File: config.mk
export PLATFORM = sky130hd
export DESIGN_NAME = bbh_device_flat
export DESIGN_NICKNAME = d
export VERILOG_FILES = /design/src/design/bbh_pkg.sv /design/src/design/bbh_link_if.sv /design/src/design/bbh_fifo.sv /design/src/design/bbh_device.sv /design/src/flat_wrapper.sv
export SDC_FILE = /design/constraint.sdc
export NUM_CORES = 1
export LEC_CHECK = 0
export ABC_AREA = 1
export BUFFER_PORTS_ARGS = -buffer_cell sky130_fd_sc_hd__buf_2
export CAP_MARGIN = 20
export CORE_ASPECT_RATIO = 1.25
export CORE_UTILIZATION = 50
export CTS_CLUSTER_DIAMETER = 50
export DETAILED_ROUTE_END_ITERATION = 6
export PLACE_DENSITY_LB_ADDON = 0.2
export SYNTH_ARGS = -nofsm -noshare
export SYNTH_HDL_FRONTEND = slang
export SYNTH_SLANG_ARGS = --single-unit
File: constraint.sdc
create_clock -name ref_clk -period 5.4 [get_ports ref_clk]
set_clock_uncertainty 0.1 [all_clocks]
set_input_delay 0.27 -clock ref_clk [delete_from_list [all_inputs] [get_ports ref_clk]]
set_output_delay 0.27 -clock ref_clk [all_outputs]
set_load 0.03 [all_outputs]
File: src/design/bbh_pkg.sv
package bbh_pkg;
  localparam logic [7:0] BBH_ID_CONFIG    = 8'hff;
  localparam logic [7:0] BBH_ID_CMD_BASE  = 8'h50;
  localparam logic [7:0] BBH_ID_FIRST     = 8'h00;
  localparam logic [7:0] BBH_ERR_NO_CTS   = 8'hff;
  localparam logic [7:0] BBH_ERR_CFG      = 8'h01;
  localparam logic [7:0] BBH_ERR_NONE     = 8'h00;
  localparam logic [7:0] BBH_MAX_CMD_BLKS = 8'h14;
  localparam logic [3:0] BBH_MAX_BAUD     = 4'h7;
  localparam logic [7:0] BBH_RST_CMD_BLKS = 8'h00;
  localparam logic [7:0] BBH_RST_DATA_BLKS = 8'h01;
  localparam int         BBH_FIFO_DEPTH   = 8;
endpackage

File: src/design/bbh_link_if.sv
`timescale 1ns/1ps
`default_nettype none
// backplane transfer link between host and device
interface bbh_link_if;
  logic [7:0]  req_id;    // block id requested by device
  logic        req_valid; // device asks for a write block
  logic        wr_valid;  // host delivers block_transfer_write
  logic [7:0]  wr_id;     // block id carried by the write
  logic [15:0] wr_data;   // one word of the block
  logic        wr_ready;  // device can take the word
  modport dev  (output req_id, req_valid, wr_ready, input wr_valid, wr_id, wr_data);
  modport host (input req_id, req_valid, wr_ready, output wr_valid, wr_id, wr_data);
endinterface
`default_nettype wire

File: src/design/bbh_fifo.sv
`timescale 1ns/1ps
`default_nettype none
module bbh_fifo #(
  parameter int W = 16,
  parameter int D = 8
) (
  input  wire logic         ref_clk,  // clock
  input  wire logic         rst_n,    // async reset
  input  wire logic         in_valid, // write side valid
  output logic              in_ready, // write side ready
  input  wire logic [W-1:0] in_data,  // write data
  output logic              out_valid,// read side valid
  input  wire logic         out_ready,// read side ready
  output logic [W-1:0]      out_data  // read data
);
  localparam int AW = $clog2(D);
  logic [W-1:0]  mem_q [D];
  logic [AW-1:0] wp_q, rp_q;
  logic [AW:0]   cnt_q;
  wire push = in_valid && in_ready;
  wire pop  = out_valid && out_ready;
  assign in_ready  = (cnt_q != (AW+1)'(D));
  assign out_valid = (cnt_q != '0);
  assign out_data  = mem_q[rp_q];
  // pointers and count
  always_ff @(posedge ref_clk or negedge rst_n) begin
    if (!rst_n) begin
      wp_q  <= '0;
      rp_q  <= '0;
      cnt_q <= '0;
    end else begin
      if (push) wp_q <= (wp_q == AW'(D-1)) ? '0 : wp_q + 1'b1;
      if (pop)  rp_q <= (rp_q == AW'(D-1)) ? '0 : rp_q + 1'b1;
      cnt_q <= cnt_q + (push ? 1'b1 : 1'b0) - (pop ? 1'b1 : 1'b0);
    end
  end
  // storage
  always_ff @(posedge ref_clk) begin
    if (push) mem_q[wp_q] <= in_data;
  end
endmodule
`default_nettype wire

File: src/design/bbh_device.sv
`timescale 1ns/1ps
`default_nettype none
module bbh_device import bbh_pkg::*; #(
  parameter int NPORT = 2
) (
  input  wire logic             ref_clk,     // clock
  input  wire logic             rst_n,       // async reset
  bbh_link_if.dev               link,        // backplane link
  input  wire logic [NPORT-1:0] cts,         // clear-to-send per port
  input  wire logic [NPORT-1:0] rx_line,     // receive line level
  input  wire logic [NPORT-1:0] tx_want,     // engine has a byte to send
  input  wire logic [NPORT-1:0] tx_line_in,  // engine transmit level
  output logic [NPORT-1:0]      tx_line,     // gated transmit line
  output logic [NPORT-1:0]      tx_go,       // transmit allowed
  output logic [NPORT-1:0]      port_receive_indicator, // rx activity
  output logic [NPORT-1:0]      tx_indicator,// tx activity
  output logic [NPORT*8-1:0]    port_status, // error code per port
  output logic                  cfg_indicator,// configuration light
  output logic [7:0]            cmd_blocks,  // adopted command block count
  output logic [7:0]            data_blocks, // adopted data block count
  output logic                  data_valid,  // stored word available
  input  wire logic             data_ready,  // consumer takes word
  output logic [15:0]           data_word,   // stored word
  output logic [7:0]            data_id      // id of current block
);
  typedef enum logic {S_DATA, S_CMD} bbh_seq_type;
  bbh_seq_type seq_q;
  logic [7:0] req_id_q, cur_id_q, cmd_q, dat_q;
  logic       cfg_err_q, cfg_led_q, cfg_seen_q;
  logic [NPORT-1:0] txl_q, go_q, rxi_q, txi_q;
  logic [NPORT*8-1:0] st_q;
  logic [15:0] fdat;
  logic        fvalid;
  // word decode of the write block
  wire take     = link.wr_valid && link.wr_ready;
  wire is_cfg   = take && (link.wr_id == BBH_ID_CONFIG);
  wire [7:0] new_cmd  = link.wr_data[7:0];
  wire [7:0] new_dat  = link.wr_data[15:8];
  wire cfg_bad  = (new_cmd > BBH_MAX_CMD_BLKS) || (new_dat == 8'h00);
  wire is_data  = take && !is_cfg;
  wire last_cmd = (req_id_q == BBH_ID_CMD_BASE + cmd_q - 8'h01);
  wire last_dat = (req_id_q == dat_q - 8'h01);
  assign link.req_id    = req_id_q;
  assign link.req_valid = 1'b1;
  // data words go through the fifo, stalling the link when full
  bbh_fifo #(.W(16), .D(BBH_FIFO_DEPTH)) i_bbh_fifo (
    .ref_clk  (ref_clk),
    .rst_n    (rst_n),
    .in_valid (is_data),
    .in_ready (link.wr_ready),
    .in_data  (link.wr_data),
    .out_valid(fvalid),
    .out_ready(data_ready),
    .out_data (fdat)
  );
  assign data_valid = fvalid;
  assign data_word  = fdat;
  // configuration adoption and indicator
  always_ff @(posedge ref_clk or negedge rst_n) begin
    if (!rst_n) begin
      cmd_q      <= BBH_RST_CMD_BLKS;
      dat_q      <= BBH_RST_DATA_BLKS;
      cfg_err_q  <= 1'b0;
      cfg_seen_q <= 1'b0;
      cfg_led_q  <= 1'b1;
    end else if (is_cfg) begin
      cfg_seen_q <= 1'b1;
      cfg_err_q  <= cfg_bad;
      cfg_led_q  <= cfg_bad;
      if (!cfg_bad) begin
        cmd_q <= new_cmd;
        dat_q <= new_dat;
      end
    end else begin
      cfg_led_q <= cfg_err_q || !cfg_seen_q;
    end
  end
  // requested id sequence: data ids from 0, then command ids from 80
  always_ff @(posedge ref_clk or negedge rst_n) begin
    if (!rst_n) begin
      seq_q    <= S_DATA;
      req_id_q <= BBH_ID_FIRST;
      cur_id_q <= BBH_ID_FIRST;
    end else if (is_cfg) begin
      seq_q    <= S_DATA;
      req_id_q <= BBH_ID_FIRST;
    end else if (is_data) begin
      cur_id_q <= link.wr_id;
      unique case (seq_q)
        S_DATA: begin
          if (!last_dat) begin
            req_id_q <= req_id_q + 8'h01;
          end else if (cmd_q != 8'h00) begin
            seq_q    <= S_CMD;
            req_id_q <= BBH_ID_CMD_BASE;
          end else begin
            req_id_q <= BBH_ID_FIRST;
          end
        end
        S_CMD: begin
          if (!last_cmd) begin
            req_id_q <= req_id_q + 8'h01;
          end else begin
            seq_q    <= S_DATA;
            req_id_q <= BBH_ID_FIRST;
          end
        end
      endcase
    end
  end
  // per port status, gating and line-following indicators
  always_ff @(posedge ref_clk or negedge rst_n) begin
    if (!rst_n) begin
      st_q  <= '0;
      txl_q <= '1;
      go_q  <= '0;
      rxi_q <= '0;
      txi_q <= '0;
    end else begin
      for (int i = 0; i < NPORT; i++) begin
        go_q[i]  <= tx_want[i] && cts[i];
        txl_q[i] <= cts[i] ? tx_line_in[i] : 1'b1;
        rxi_q[i] <= !rx_line[i];
        txi_q[i] <= cts[i] && !tx_line_in[i];
        st_q[i*8 +: 8] <= !cts[i] ? BBH_ERR_NO_CTS :
                          cfg_err_q ? BBH_ERR_CFG : BBH_ERR_NONE;
      end
    end
  end
  assign tx_line                = txl_q;
  assign tx_go                  = go_q;
  assign port_receive_indicator = rxi_q;
  assign tx_indicator           = txi_q;
  assign port_status            = st_q;
  assign cfg_indicator          = cfg_led_q;
  assign cmd_blocks             = cmd_q;
  assign data_blocks            = dat_q;
  assign data_id                = cur_id_q;
endmodule
`default_nettype wire

File: src/flat_wrapper.sv
// flat-port wrapper written by rule: the top's interface ports become plain ports
module bbh_device_flat import bbh_pkg::*;
#(
  parameter int NPORT = 2
)
  (ref_clk, rst_n, cts, rx_line, tx_want, tx_line_in, tx_line, tx_go, port_receive_indicator, tx_indicator, port_status, cfg_indicator, cmd_blocks, data_blocks, data_valid, data_ready, data_word, data_id, link_req_id, link_req_valid, link_wr_ready, link_wr_valid, link_wr_id, link_wr_data);
  bbh_link_if link_i ();
  input  wire logic ref_clk;
  input  wire logic rst_n;
  input  wire logic [NPORT-1:0] cts;
  input  wire logic [NPORT-1:0] rx_line;
  input  wire logic [NPORT-1:0] tx_want;
  input  wire logic [NPORT-1:0] tx_line_in;
  output logic [NPORT-1:0] tx_line;
  output logic [NPORT-1:0] tx_go;
  output logic [NPORT-1:0] port_receive_indicator;
  output logic [NPORT-1:0] tx_indicator;
  output logic [NPORT*8-1:0] port_status;
  output logic cfg_indicator;
  output logic [7:0] cmd_blocks;
  output logic [7:0] data_blocks;
  output logic data_valid;
  input  wire logic data_ready;
  output logic [15:0] data_word;
  output logic [7:0] data_id;
  output wire logic [$bits(link_i.req_id)-1:0] link_req_id;
  output wire logic [$bits(link_i.req_valid)-1:0] link_req_valid;
  output wire logic [$bits(link_i.wr_ready)-1:0] link_wr_ready;
  input wire logic [$bits(link_i.wr_valid)-1:0] link_wr_valid;
  input wire logic [$bits(link_i.wr_id)-1:0] link_wr_id;
  input wire logic [$bits(link_i.wr_data)-1:0] link_wr_data;
  assign link_req_id = link_i.req_id;
  assign link_req_valid = link_i.req_valid;
  assign link_wr_ready = link_i.wr_ready;
  assign link_i.wr_valid = link_wr_valid;
  assign link_i.wr_id = link_wr_id;
  assign link_i.wr_data = link_wr_data;
  bbh_device #(.NPORT(NPORT)) u_core (.ref_clk(ref_clk), .rst_n(rst_n), .link(link_i), .cts(cts), .rx_line(rx_line), .tx_want(tx_want), .tx_line_in(tx_line_in), .tx_line(tx_line), .tx_go(tx_go), .port_receive_indicator(port_receive_indicator), .tx_indicator(tx_indicator), .port_status(port_status), .cfg_indicator(cfg_indicator), .cmd_blocks(cmd_blocks), .data_blocks(data_blocks), .data_valid(data_valid), .data_ready(data_ready), .data_word(data_word), .data_id(data_id));
endmodule
==> results of run 1 <==
## cells in the final DEF, fill, tap and decap left out, drive strengths merged
cell type,n
ha,14
fa,1
a21oi,5
clkbuf,24
xnor2,7
o2111ai,1
edfxtp,128
o22ai,17
nor3,1
a31oi,16
o21ai,83
nand4,7
nor2,154
nand3,25
xor2,8
dfrtp,54
inv,87
or2,2
nand2,156
dlygate4sd3,19
buf,124
clkinv,3
bufinv,1
conb,1
dfstp,4
## through the flow
| step | hold WS, ns | util, % |
|---|---|---|
| finish | 0.0433 | 60.3 |
| global route | 0.0484 | 60.3 |
| CTS | 0.0329 | 60.1 |
| detailed placement | 0.319 | 55.2 |
| global placement | 0.314 | 55.2 |
| floorplan | -0.126 | - |
## report_power, final
group          internal [mW]  switching [mW]
combinational          0.491            1.13
sequential              1.75           0.104
clock                  0.736           0.521
total                   2.98            1.76
## cell families (layout without fill, tap and decap cells)
family	after synthesis	in the layout
AOI/OAI and AO/OA	122	122
xor gates and xnor gates	15	15
adders and majority gates	15	15
buffers and inverters	130	258
DFF	186	186
other	1	1
and+or+nand+nor	345	345
## timing repair
action	in CTS	in global routing
endpoints found under the hold margin	74	0
hold buffers	19	0
buffers inserted	0	0
## state kept, by name (all words and copies together) (netlist names), 2 cells and up
| register | flops |
|---|---|
| u_core.tx_indicator | 2 |
| u_core.tx_go | 2 |
| u_core.data_blocks | 8 |
| u_core.i_bbh_fifo.mem_q | 128 |
| u_core.tx_line | 2 |
| u_core.port_status | 4 |
| u_core.link.req_id | 8 |
| u_core.cmd_blocks | 8 |
| u_core.data_id | 8 |
| u_core.i_bbh_fifo.rp_q | 3 |
| u_core.i_bbh_fifo.wp_q | 3 |
| u_core.port_receive_indicator | 2 |
| u_core.i_bbh_fifo.cnt_q | 4 |
## layout make-up
| cell class | instances | area share, % |
|---|---|---|
| tap | 216 | 2.78 |
| multi-input combinational | 498 | 24.5 |
| sequential | 186 | 54.5 |
| inverter | 83 | 3.20 |
| clock inverter | 8 | 0.797 |
| clock buffer | 24 | 5.43 |
| timing repair buffer | 143 | 8.85 |
## worst max-delay path: stages (launching register included)
cell	delay [ns]
sky130_fd_sc_hd__dfrtp_1	0.36
sky130_fd_sc_hd__buf_4	0.25
sky130_fd_sc_hd__inv_1	0.81
sky130_fd_sc_hd__o21ai_0	0.22
sky130_fd_sc_hd__o22ai_1	0.22
sky130_fd_sc_hd__nor2_1	0.06
sky130_fd_sc_hd__a31oi_1	0.19
sky130_fd_sc_hd__buf_2	0.23
## metal layers
layer | share of wire, % | wire length (um)
met4 | 1.8 | 339
met3 | 5.1 | 931
met1 | 43 | 7850
met5 | 0 | 0
met2 | 50 | 9260
## worst max-delay path by stage
stage | from | to | slack, ns | cells past startpoint
2_1_floorplan | u_core.i_bbh_fifo.cnt_q[2] | u_core.i_bbh_fifo.mem_q[1][0] | 2.77 | 11
3_3_place_gp | u_core.i_bbh_fifo.cnt_q[2] | u_core.i_bbh_fifo.mem_q[2][10] | 2.54 | 10
3_5_place_dp | u_core.i_bbh_fifo.cnt_q[2] | u_core.i_bbh_fifo.mem_q[2][10] | 2.52 | 10
4_1_cts | u_core.i_bbh_fifo.rp_q[1] | data_word[13] | 2.17 | 7
5_1_grt | u_core.i_bbh_fifo.rp_q[1] | data_word[13] | 2.05 | 7
6_report | u_core.i_bbh_fifo.rp_q[1] | data_word[13] | 2.27 | 7
==> summary.log, run 1 <==
[route] WL/cell 15.9 um
[clock_network] Clock transition at path regs 0.07 ns
[timing] time the final worst path needs with I/O delays and setup 3.13 ns
[synth] netlist area before placement 8240 um^2
[synth] post-synthesis instance total 814
[route] aggregate routed wire length 18.4 mm
[critical_path] startpoint of the worst register-to-register path u_core.i_bbh_fifo.cnt_q[2]
[route] number of design-rule violations left by the first detailed-router iteration 364
[synth] synthesized-area fraction occupied by adder cells 2.37%
[power_and_ir_drop] Power Density 487 nW/um^2
[synth] FF+latch count, synth 186
[finish] Final nets 980
[outcome] result of the run finished clean
[timing] final max-slew violation count 0
[finish] area growth from synthesis to layout 18.1%
[critical_path] critical path type reg2out
[route] residual antenna-violating net count after detailed routing 0
[timing] Fin Setup TNS 0 ns
[floorplanning] I/O pins 112
[clock_network] count of cells resized by post-cts repair 0
[timing] Final WS setup 2.27 ns
[floorplanning] Starting Density 51.1%
[global_routing] overall routing resource usage 22.8%
[synth] top_reg_cell synth sky130_fd_sc_hd__edfxtp_1
[finish] share of final-layout standard cells stronger than drive strength 1 18.7%
[global_routing] wire length of the first global-routing pass 29.0 mm
[global_routing] GR Layer Usage met1 29.5%
[critical_path] setup slack on the worst flop-to-flop path 2.56 ns
[synth] dominant combinational cell family by area after synthesis simple AND/OR/NAND/NOR gates
[finish] multi-input gate area in the final layout 2380 um^2
[synth] Net Count, Synth 865
[worst_hold_path] HP Class in2reg
[critical_path] startpoint type of the worst setup path flip-flop
[route] via count 5927
[placed_design] pre-CTS WS 2.52 ns
[worst_hold_path] beginning of the worst hold path link_wr_data[15]
[clock_network] TritonCTS clock tree built
[clock_network] root buf cell sky130_fd_sc_hd__clkbuf_16
[synth] Async SR Flop Fraction 31.2%
[global_routing] largest net degree at the start of global routing 65
[critical_path] critical register-to-register path endpoint u_core.i_bbh_fifo.mem_q[0][6]
[synth] number of warnings issued by yosys 0
[clock_network] CTS Buf Count 17
[synth] number of flops mapped to enable cells by yosys 128
[synth] Seq/Total Area, Yosys 64.3%
[placed_design] DP Area 8910 um^2
[synth] top-count cell post-synth sky130_fd_sc_hd__nand2_1
[route] DRC viols 0
[route] drt pass-1 iters 5
[floorplanning] area of the die 17000 um^2
[finish] cell area after layout 9730 um^2
[finish] fin cells 1158
[global_routing] met2 GRT Util 38.7%
[synth] post-synthesis mux area share 0%
[global_routing] global routing's busiest layer met2
[floorplanning] number of cell rows 52
[placed_design] Inst Count DP 1105
[power_and_ir_drop] static leakage 4.31 nW
[synth] biggest area consumer among synthesized cells sky130_fd_sc_hd__edfxtp_1
[clock_network] htree depth 4
[synth] Synth top area share 46.7%
[synth] average footprint of a synthesized cell 10.1 um^2
[timing] RSZ-0062 raised after global routing no
[placed_design] port bufs 110
[clock_network] Clk Latency, worst-skew pair 0.43 ns
[placed_design] RePlAce Congestion 0.873
[finish] layout filler cell count 1438
[synth] parity-gate share of the synthesized area counting xor and xnor cells 1.59%
[synth] largest cells by area after synthesis sky130_fd_sc_hd__edfxtp_1 (47%), sky130_fd_sc_hd__dfrtp_1 (16%), sky130_fd_sc_hd__nand2_1 (7.0%)
[floorplanning] die outline height 146 um
[clock_network] CTS sink count 186
[timing] Rel. slew slack 30.0%
[finish] Inserted Diodes 0
[worst_hold_path] endpoint of the worst hold-timing path u_core.i_bbh_fifo.mem_q[0][15]
[critical_path] Worst R2R Path Depth 10
[finish] FF/Latch Area 5300 um^2
[critical_path] WP data arrival 2.76 ns
[power_and_ir_drop] peak supply drop 0.244 mV
[placed_design] HPWL reported at the end of detailed placement 11.4 mm
[timing] Worst Max-Slew Pin Slew 1.05 ns
[power_and_ir_drop] Power, Total 4.74 mW
[global_routing] number of global-route vias before repair 5778
[synth] top cell types by occurrence after synthesis sky130_fd_sc_hd__nand2_1 (154), sky130_fd_sc_hd__nor2_1 (146), sky130_fd_sc_hd__edfxtp_1 (128)
[critical_path] critical-path maximum fanout 34
[floorplanning] area of the core 16100 um^2
[global_routing] Congestion Overflow GR 0
[clock_network] Max Root-Sink Buffers 2
[floorplanning] Die Width 117 um
[critical_path] CP Capture Type output pin
[timing] Final Hold Vio Count 0
[synth] number of distinct library cell variants in the gate-level netlist after synthesis 29
[flow_run] total of max-cap violations 0
[global_routing] met3 usage in global routing 3.37%
[critical_path] required time at the endpoint of the critical path 5.03 ns
[worst_hold_path] hold depth 1
[synth] compound-cell area share of the yosys netlist 7.96%
[route] mean number of vias per cell 5.12
[synth] simple-gate share of the synthesized area 16.9%
[timing] final count of negative-setup-slack endpoints 0
[global_routing] initial antenna violation count 0
[timing] Max Freq 320 MHz
[timing] final cycle utilization of the critical path 57.9%
No activity file was read; power rests on OpenSTA's default activity.
==> run 2: changes to the inputs <==
--- a/config.mk
+++ b/config.mk
@@ -5,7 +5,7 @@
 export SDC_FILE = /design/constraint.sdc
 export NUM_CORES = 1
 export LEC_CHECK = 0
-export ABC_AREA = 1
+export ABC_AREA = 0
 export BUFFER_PORTS_ARGS = -buffer_cell sky130_fd_sc_hd__buf_2
 export CAP_MARGIN = 20
 export CORE_ASPECT_RATIO = 1.25
==> constraint.sdc (replaced) <==
create_clock -name ref_clk -period 2.64 [get_ports ref_clk]
set_clock_uncertainty 0.1 [all_clocks]
set_input_delay 0.132 -clock ref_clk [delete_from_list [all_inputs] [get_ports ref_clk]]
set_output_delay 0.132 -clock ref_clk [all_outputs]
set_load 0.03 [all_outputs]
==> summary.log, run 2 <==
[global_routing] overall routing resource usage 21.2% [-1.6 points]
[critical_path] cells along the critical path inv_1, ha_1, xnor2_1, a311oi_1, nand4_1, nor3_4, mux2i_1, o2bb2ai_1
[timing] Worst Max-Slew Pin Slew 0.742 ns [-0.307 ns]
[finish] Inserted Diodes 0 [unchanged]
[timing] Final Hold Vio Count 0 [unchanged]
[floorplanning] Starting Density 51.8% [+0.76 points]
[floorplanning] Die Width 114 um [-2.4%]
[power_and_ir_drop] clock network power share 26.9% [+0.4 points]
[timing] final max-slew violation count 0 [unchanged]
[power_and_ir_drop] peak supply drop 0.549 mV [+130%]
[route] mean number of vias per cell 5.43 [+6.1%]
[critical_path] standard cell with the maximum stage delay on the critical path sky130_fd_sc_hd__dfstp_2
[flow_run] total of max-cap violations 0 [unchanged]
[route] number of design-rule violations left by the first detailed-router iteration 200 [-45%]
[floorplanning] I/O pins 112 [unchanged]
[finish] number of flip-flops under the largest register name 128 [unchanged]
[synth] biggest area consumer among synthesized cells sky130_fd_sc_hd__edfxtp_1
[synth] top-count cell post-synth sky130_fd_sc_hd__edfxtp_1
[route] residual antenna-violating net count after detailed routing 0 [unchanged]
[worst_hold_path] HP Class in2reg
[power_and_ir_drop] static leakage 3.84 nW [-11%]
[critical_path] WP data arrival 2.63 ns [-0.13 ns]
[synth] post-synthesis instance total 463 [-43%]
[route] drt pass-1 iters 4 [-1]
[critical_path] CP Capture Type flip-flop
[synth] Async SR Flop Fraction 31.2% [unchanged]
[timing] Max Freq 412 MHz
[clock_network] CTS sink count 186 [unchanged]
[route] WL/cell 18.7 um [+18%]
[critical_path] required time at the endpoint of the critical path 2.85 ns [-2.18 ns]
[global_routing] Congestion Overflow GR 0 [unchanged]
[route] aggregate routed wire length 15.7 mm [-14%]
[timing] Fin Hold WS 0.00996 ns [-0.0333 ns]
[power_and_ir_drop] share of total power in combinational logic 32.9% [-1.4 points]
[finish] most common library cell in the layout ignoring fill and taps sky130_fd_sc_hd__edfxtp_1
[floorplanning] number of cell rows 50 [-3.8%]
[critical_path] startpoint type of the worst setup path flip-flop
[clock_network] root buf cell sky130_fd_sc_hd__clkbuf_16
[timing] final count of negative-setup-slack endpoints 0 [unchanged]
[clock_network] TritonCTS clock tree built
[clock_network] Clock transition at path regs 0.07 ns [about the same]
[synth] number of flops mapped to enable cells by yosys 128 [unchanged]
[critical_path] critical-path maximum fanout 8 [-76%]
[synth] Seq/Total Area, Yosys 67.6% [+3.2 points]
[global_routing] wire length of the first global-routing pass 25.0 mm [-14%]
[critical_path] biggest cell delay along the critical path 0.59 ns [-0.22 ns]
[global_routing] largest net degree at the start of global routing 36 [-45%]
[synth] average footprint of a synthesized cell 16.9 um^2 [+67%]
[synth] Net Count, Synth 514 [-41%]
[clock_network] htree depth 4 [unchanged]
[route] via count 4561 [-23%]
[synth] top cell types by occurrence after synthesis sky130_fd_sc_hd__edfxtp_1 (128), sky130_fd_sc_hd__dfrtp_1 (54), sky130_fd_sc_hd__mux2_2 (40)
[power_and_ir_drop] Power Density 987 nW/um^2 [+100%]
[timing] time the final worst path needs with I/O delays and setup 2.42 ns
[synth] top_reg_cell synth sky130_fd_sc_hd__edfxtp_1
[synth] number of distinct library cell variants in the gate-level netlist after synthesis 53 [+83%]
[finish] area growth from synthesis to layout 23.6%
[outcome] result of the run finished clean
[timing] Final WS setup 0.216 ns [-2.06 ns]
[floorplanning] area of the die 16200 um^2 [-4.7%]
[placed_design] pre-CTS WS 0.234 ns [-2.28 ns]
[timing] Fin Setup TNS 0 ns [unchanged]
[power_and_ir_drop] internal power contribution 6.45 mW [+120%]
[finish] Most flops, register u_core.i_bbh_fifo.mem_q
[timing] Rel. slew slack 50.5% [+21 points]
[synth] FF+latch count, synth 186 [unchanged]
[power_and_ir_drop] portion of total power attributed to sequential cells 40.2% [+1.0 points]
[critical_path] kind of cell adding the most delay to the critical path flip-flops
[floorplanning] die outline height 142 um [-2.4%]
[power_and_ir_drop] Sw Share 32.5% [-4.6 points]
[critical_path] critical path type reg2reg
[clock_network] count of cells resized by post-cts repair 0 [unchanged]
[placed_design] port bufs 110 [unchanged]
[clock_network] Clk Latency, worst-skew pair 0.42 ns [about the same]
[clock_network] Max Root-Sink Buffers 2 [unchanged]
[finish] commonest cells after routing, fill and taps aside sky130_fd_sc_hd__edfxtp_1 (128), sky130_fd_sc_hd__buf_2 (110), sky130_fd_sc_hd__dfrtp_1 (53), sky130_fd_sc_hd__mux2_2 (40), sky130_fd_sc_hd__dlygate4sd3_1 (35)
[timing] final cycle utilization of the critical path 91.8%
[synth] Synth top area share 49.0% [+2.3 points]
[finish] Final nets 670 [-32%]
[placed_design] RePlAce Congestion 0.820 [-6.1%]
[critical_path] number of buffers and inverters on the critical path 1 [-2]
[global_routing] number of global-route vias before repair 4748 [-18%]
[global_routing] initial antenna violation count 0 [unchanged]
[timing] RSZ-0062 raised after global routing no
[synth] largest cells by area after synthesis sky130_fd_sc_hd__edfxtp_1 (49%), sky130_fd_sc_hd__dfrtp_1 (17%), sky130_fd_sc_hd__mux4_2 (9.2%)
[synth] number of warnings issued by yosys 0 [unchanged]
[clock_network] CTS Buf Count 17 [unchanged]
[power_and_ir_drop] Power, Total 9.57 mW [+100%]
[synth] netlist area before placement 7850 um^2 [-4.8%]
[finish] share of final-layout standard cells stronger than drive strength 1 40.0% [+21 points]
[placed_design] HPWL reported at the end of detailed placement 9.97 mm [-13%]
[power_and_ir_drop] Sw Pwr 3.11 mW [+77%]
[route] DRC viols 0 [unchanged]
[floorplanning] area of the core 15100 um^2 [-6.2%]
==> run 2: cell type report <==
type	instances	area (um^2)
fillers	1123	5440
flip-flops and latches	186	5300
multi-input cells	228	2380
repair buffers	165	1080
clock buffers	19	433
well taps	208	260
clock inverters	13	166
inverters	21	78.8
==> run 2: worst paths after layout <==
| path | start | cells after the start | end | slack (ns) |
|---|---|---|---|---|
| setup / recovery | u_core.data_blocks[0] | 8 | u_core.link.req_id[4] | 0.22 |
| hold / removal | data_ready | 3 | u_core.i_bbh_fifo.rp_q[0] | 0.01 |
| setup reg to reg | u_core.data_blocks[0] | 8 | u_core.link.req_id[4] | 0.22 |
| hold reg to reg | u_core.cfg_seen_q | 1 | u_core.cfg_indicator | 0.33 |
| max in group asynchronous | rst_n | 3 | u_core.tx_line[1] | 1.47 |
| min in group asynchronous | rst_n | 2 | u_core.link.req_id[5] | 0.20 |
==> run 2: cell families after synthesis <==
logic type / after synthesis / share of synthesized area, %
and+or+nand+nor: 79 / 5.77
DFF: 186 / 67.6
muxes: 74 / 15.2
other: 1 / 0.0478
adders and majority gates: 15 / 2.49
buffers and inverters: 49 / 3.01
AOI/OAI and AO/OA: 34 / 3.14
xor gates and xnor gates: 25 / 2.79
==> run 2: through the flow <==
step	std cells	utilization, %	area (um^2)
after detailed placement	773	57.8	8750
final	840	64.1	9700
after global routing	840	64.1	9700
after floorplan	463	-	7920
after CTS	840	64.1	9700
after global placement	773	57.8	8750
==> run 2: worst register-to-register path, delay by kind of cell (launching register included) <==
| family | cells | cell delay (ns) |
|---|---|---|
| DFF | 1 | 0.59 |
| AOI/OAI and AO/OA | 2 | 0.32 |
| adders and majority gates | 1 | 0.30 |
| muxes | 1 | 0.27 |
| and+or+nand+nor | 2 | 0.54 |
| buffers and inverters | 1 | 0.06 |
| xor gates and xnor gates | 1 | 0.13 |
==> run 2: what timing repair did <==
| item | CTS | global route |
|---|---|---|
| endpoints found under the hold margin | 182 | 0 |
| buffers inserted | 0 | 0 |
| hold buffers | 35 | 0 |
==> run 2: power by group through the flow <==
stage	sequential [mW]	combinational, mW	clock, mW
after floorplan	3.97	2.19	0
after global placement	3.87	3.10	0
after detailed placement	3.90	3.17	0
after CTS	3.85	3.21	2.63
after global routing	3.89	3.41	2.73
final	3.85	3.15	2.58
==> run 2: metal layers <==
layer	global-route usage (%)	vias up	part of all wire [%]
met3	4.26	15	4.9
met1	26.5	2327	42
met2	36.5	136	51
met5	0	-	0
li1	-	2083	-
met4	8.07	0	1.5
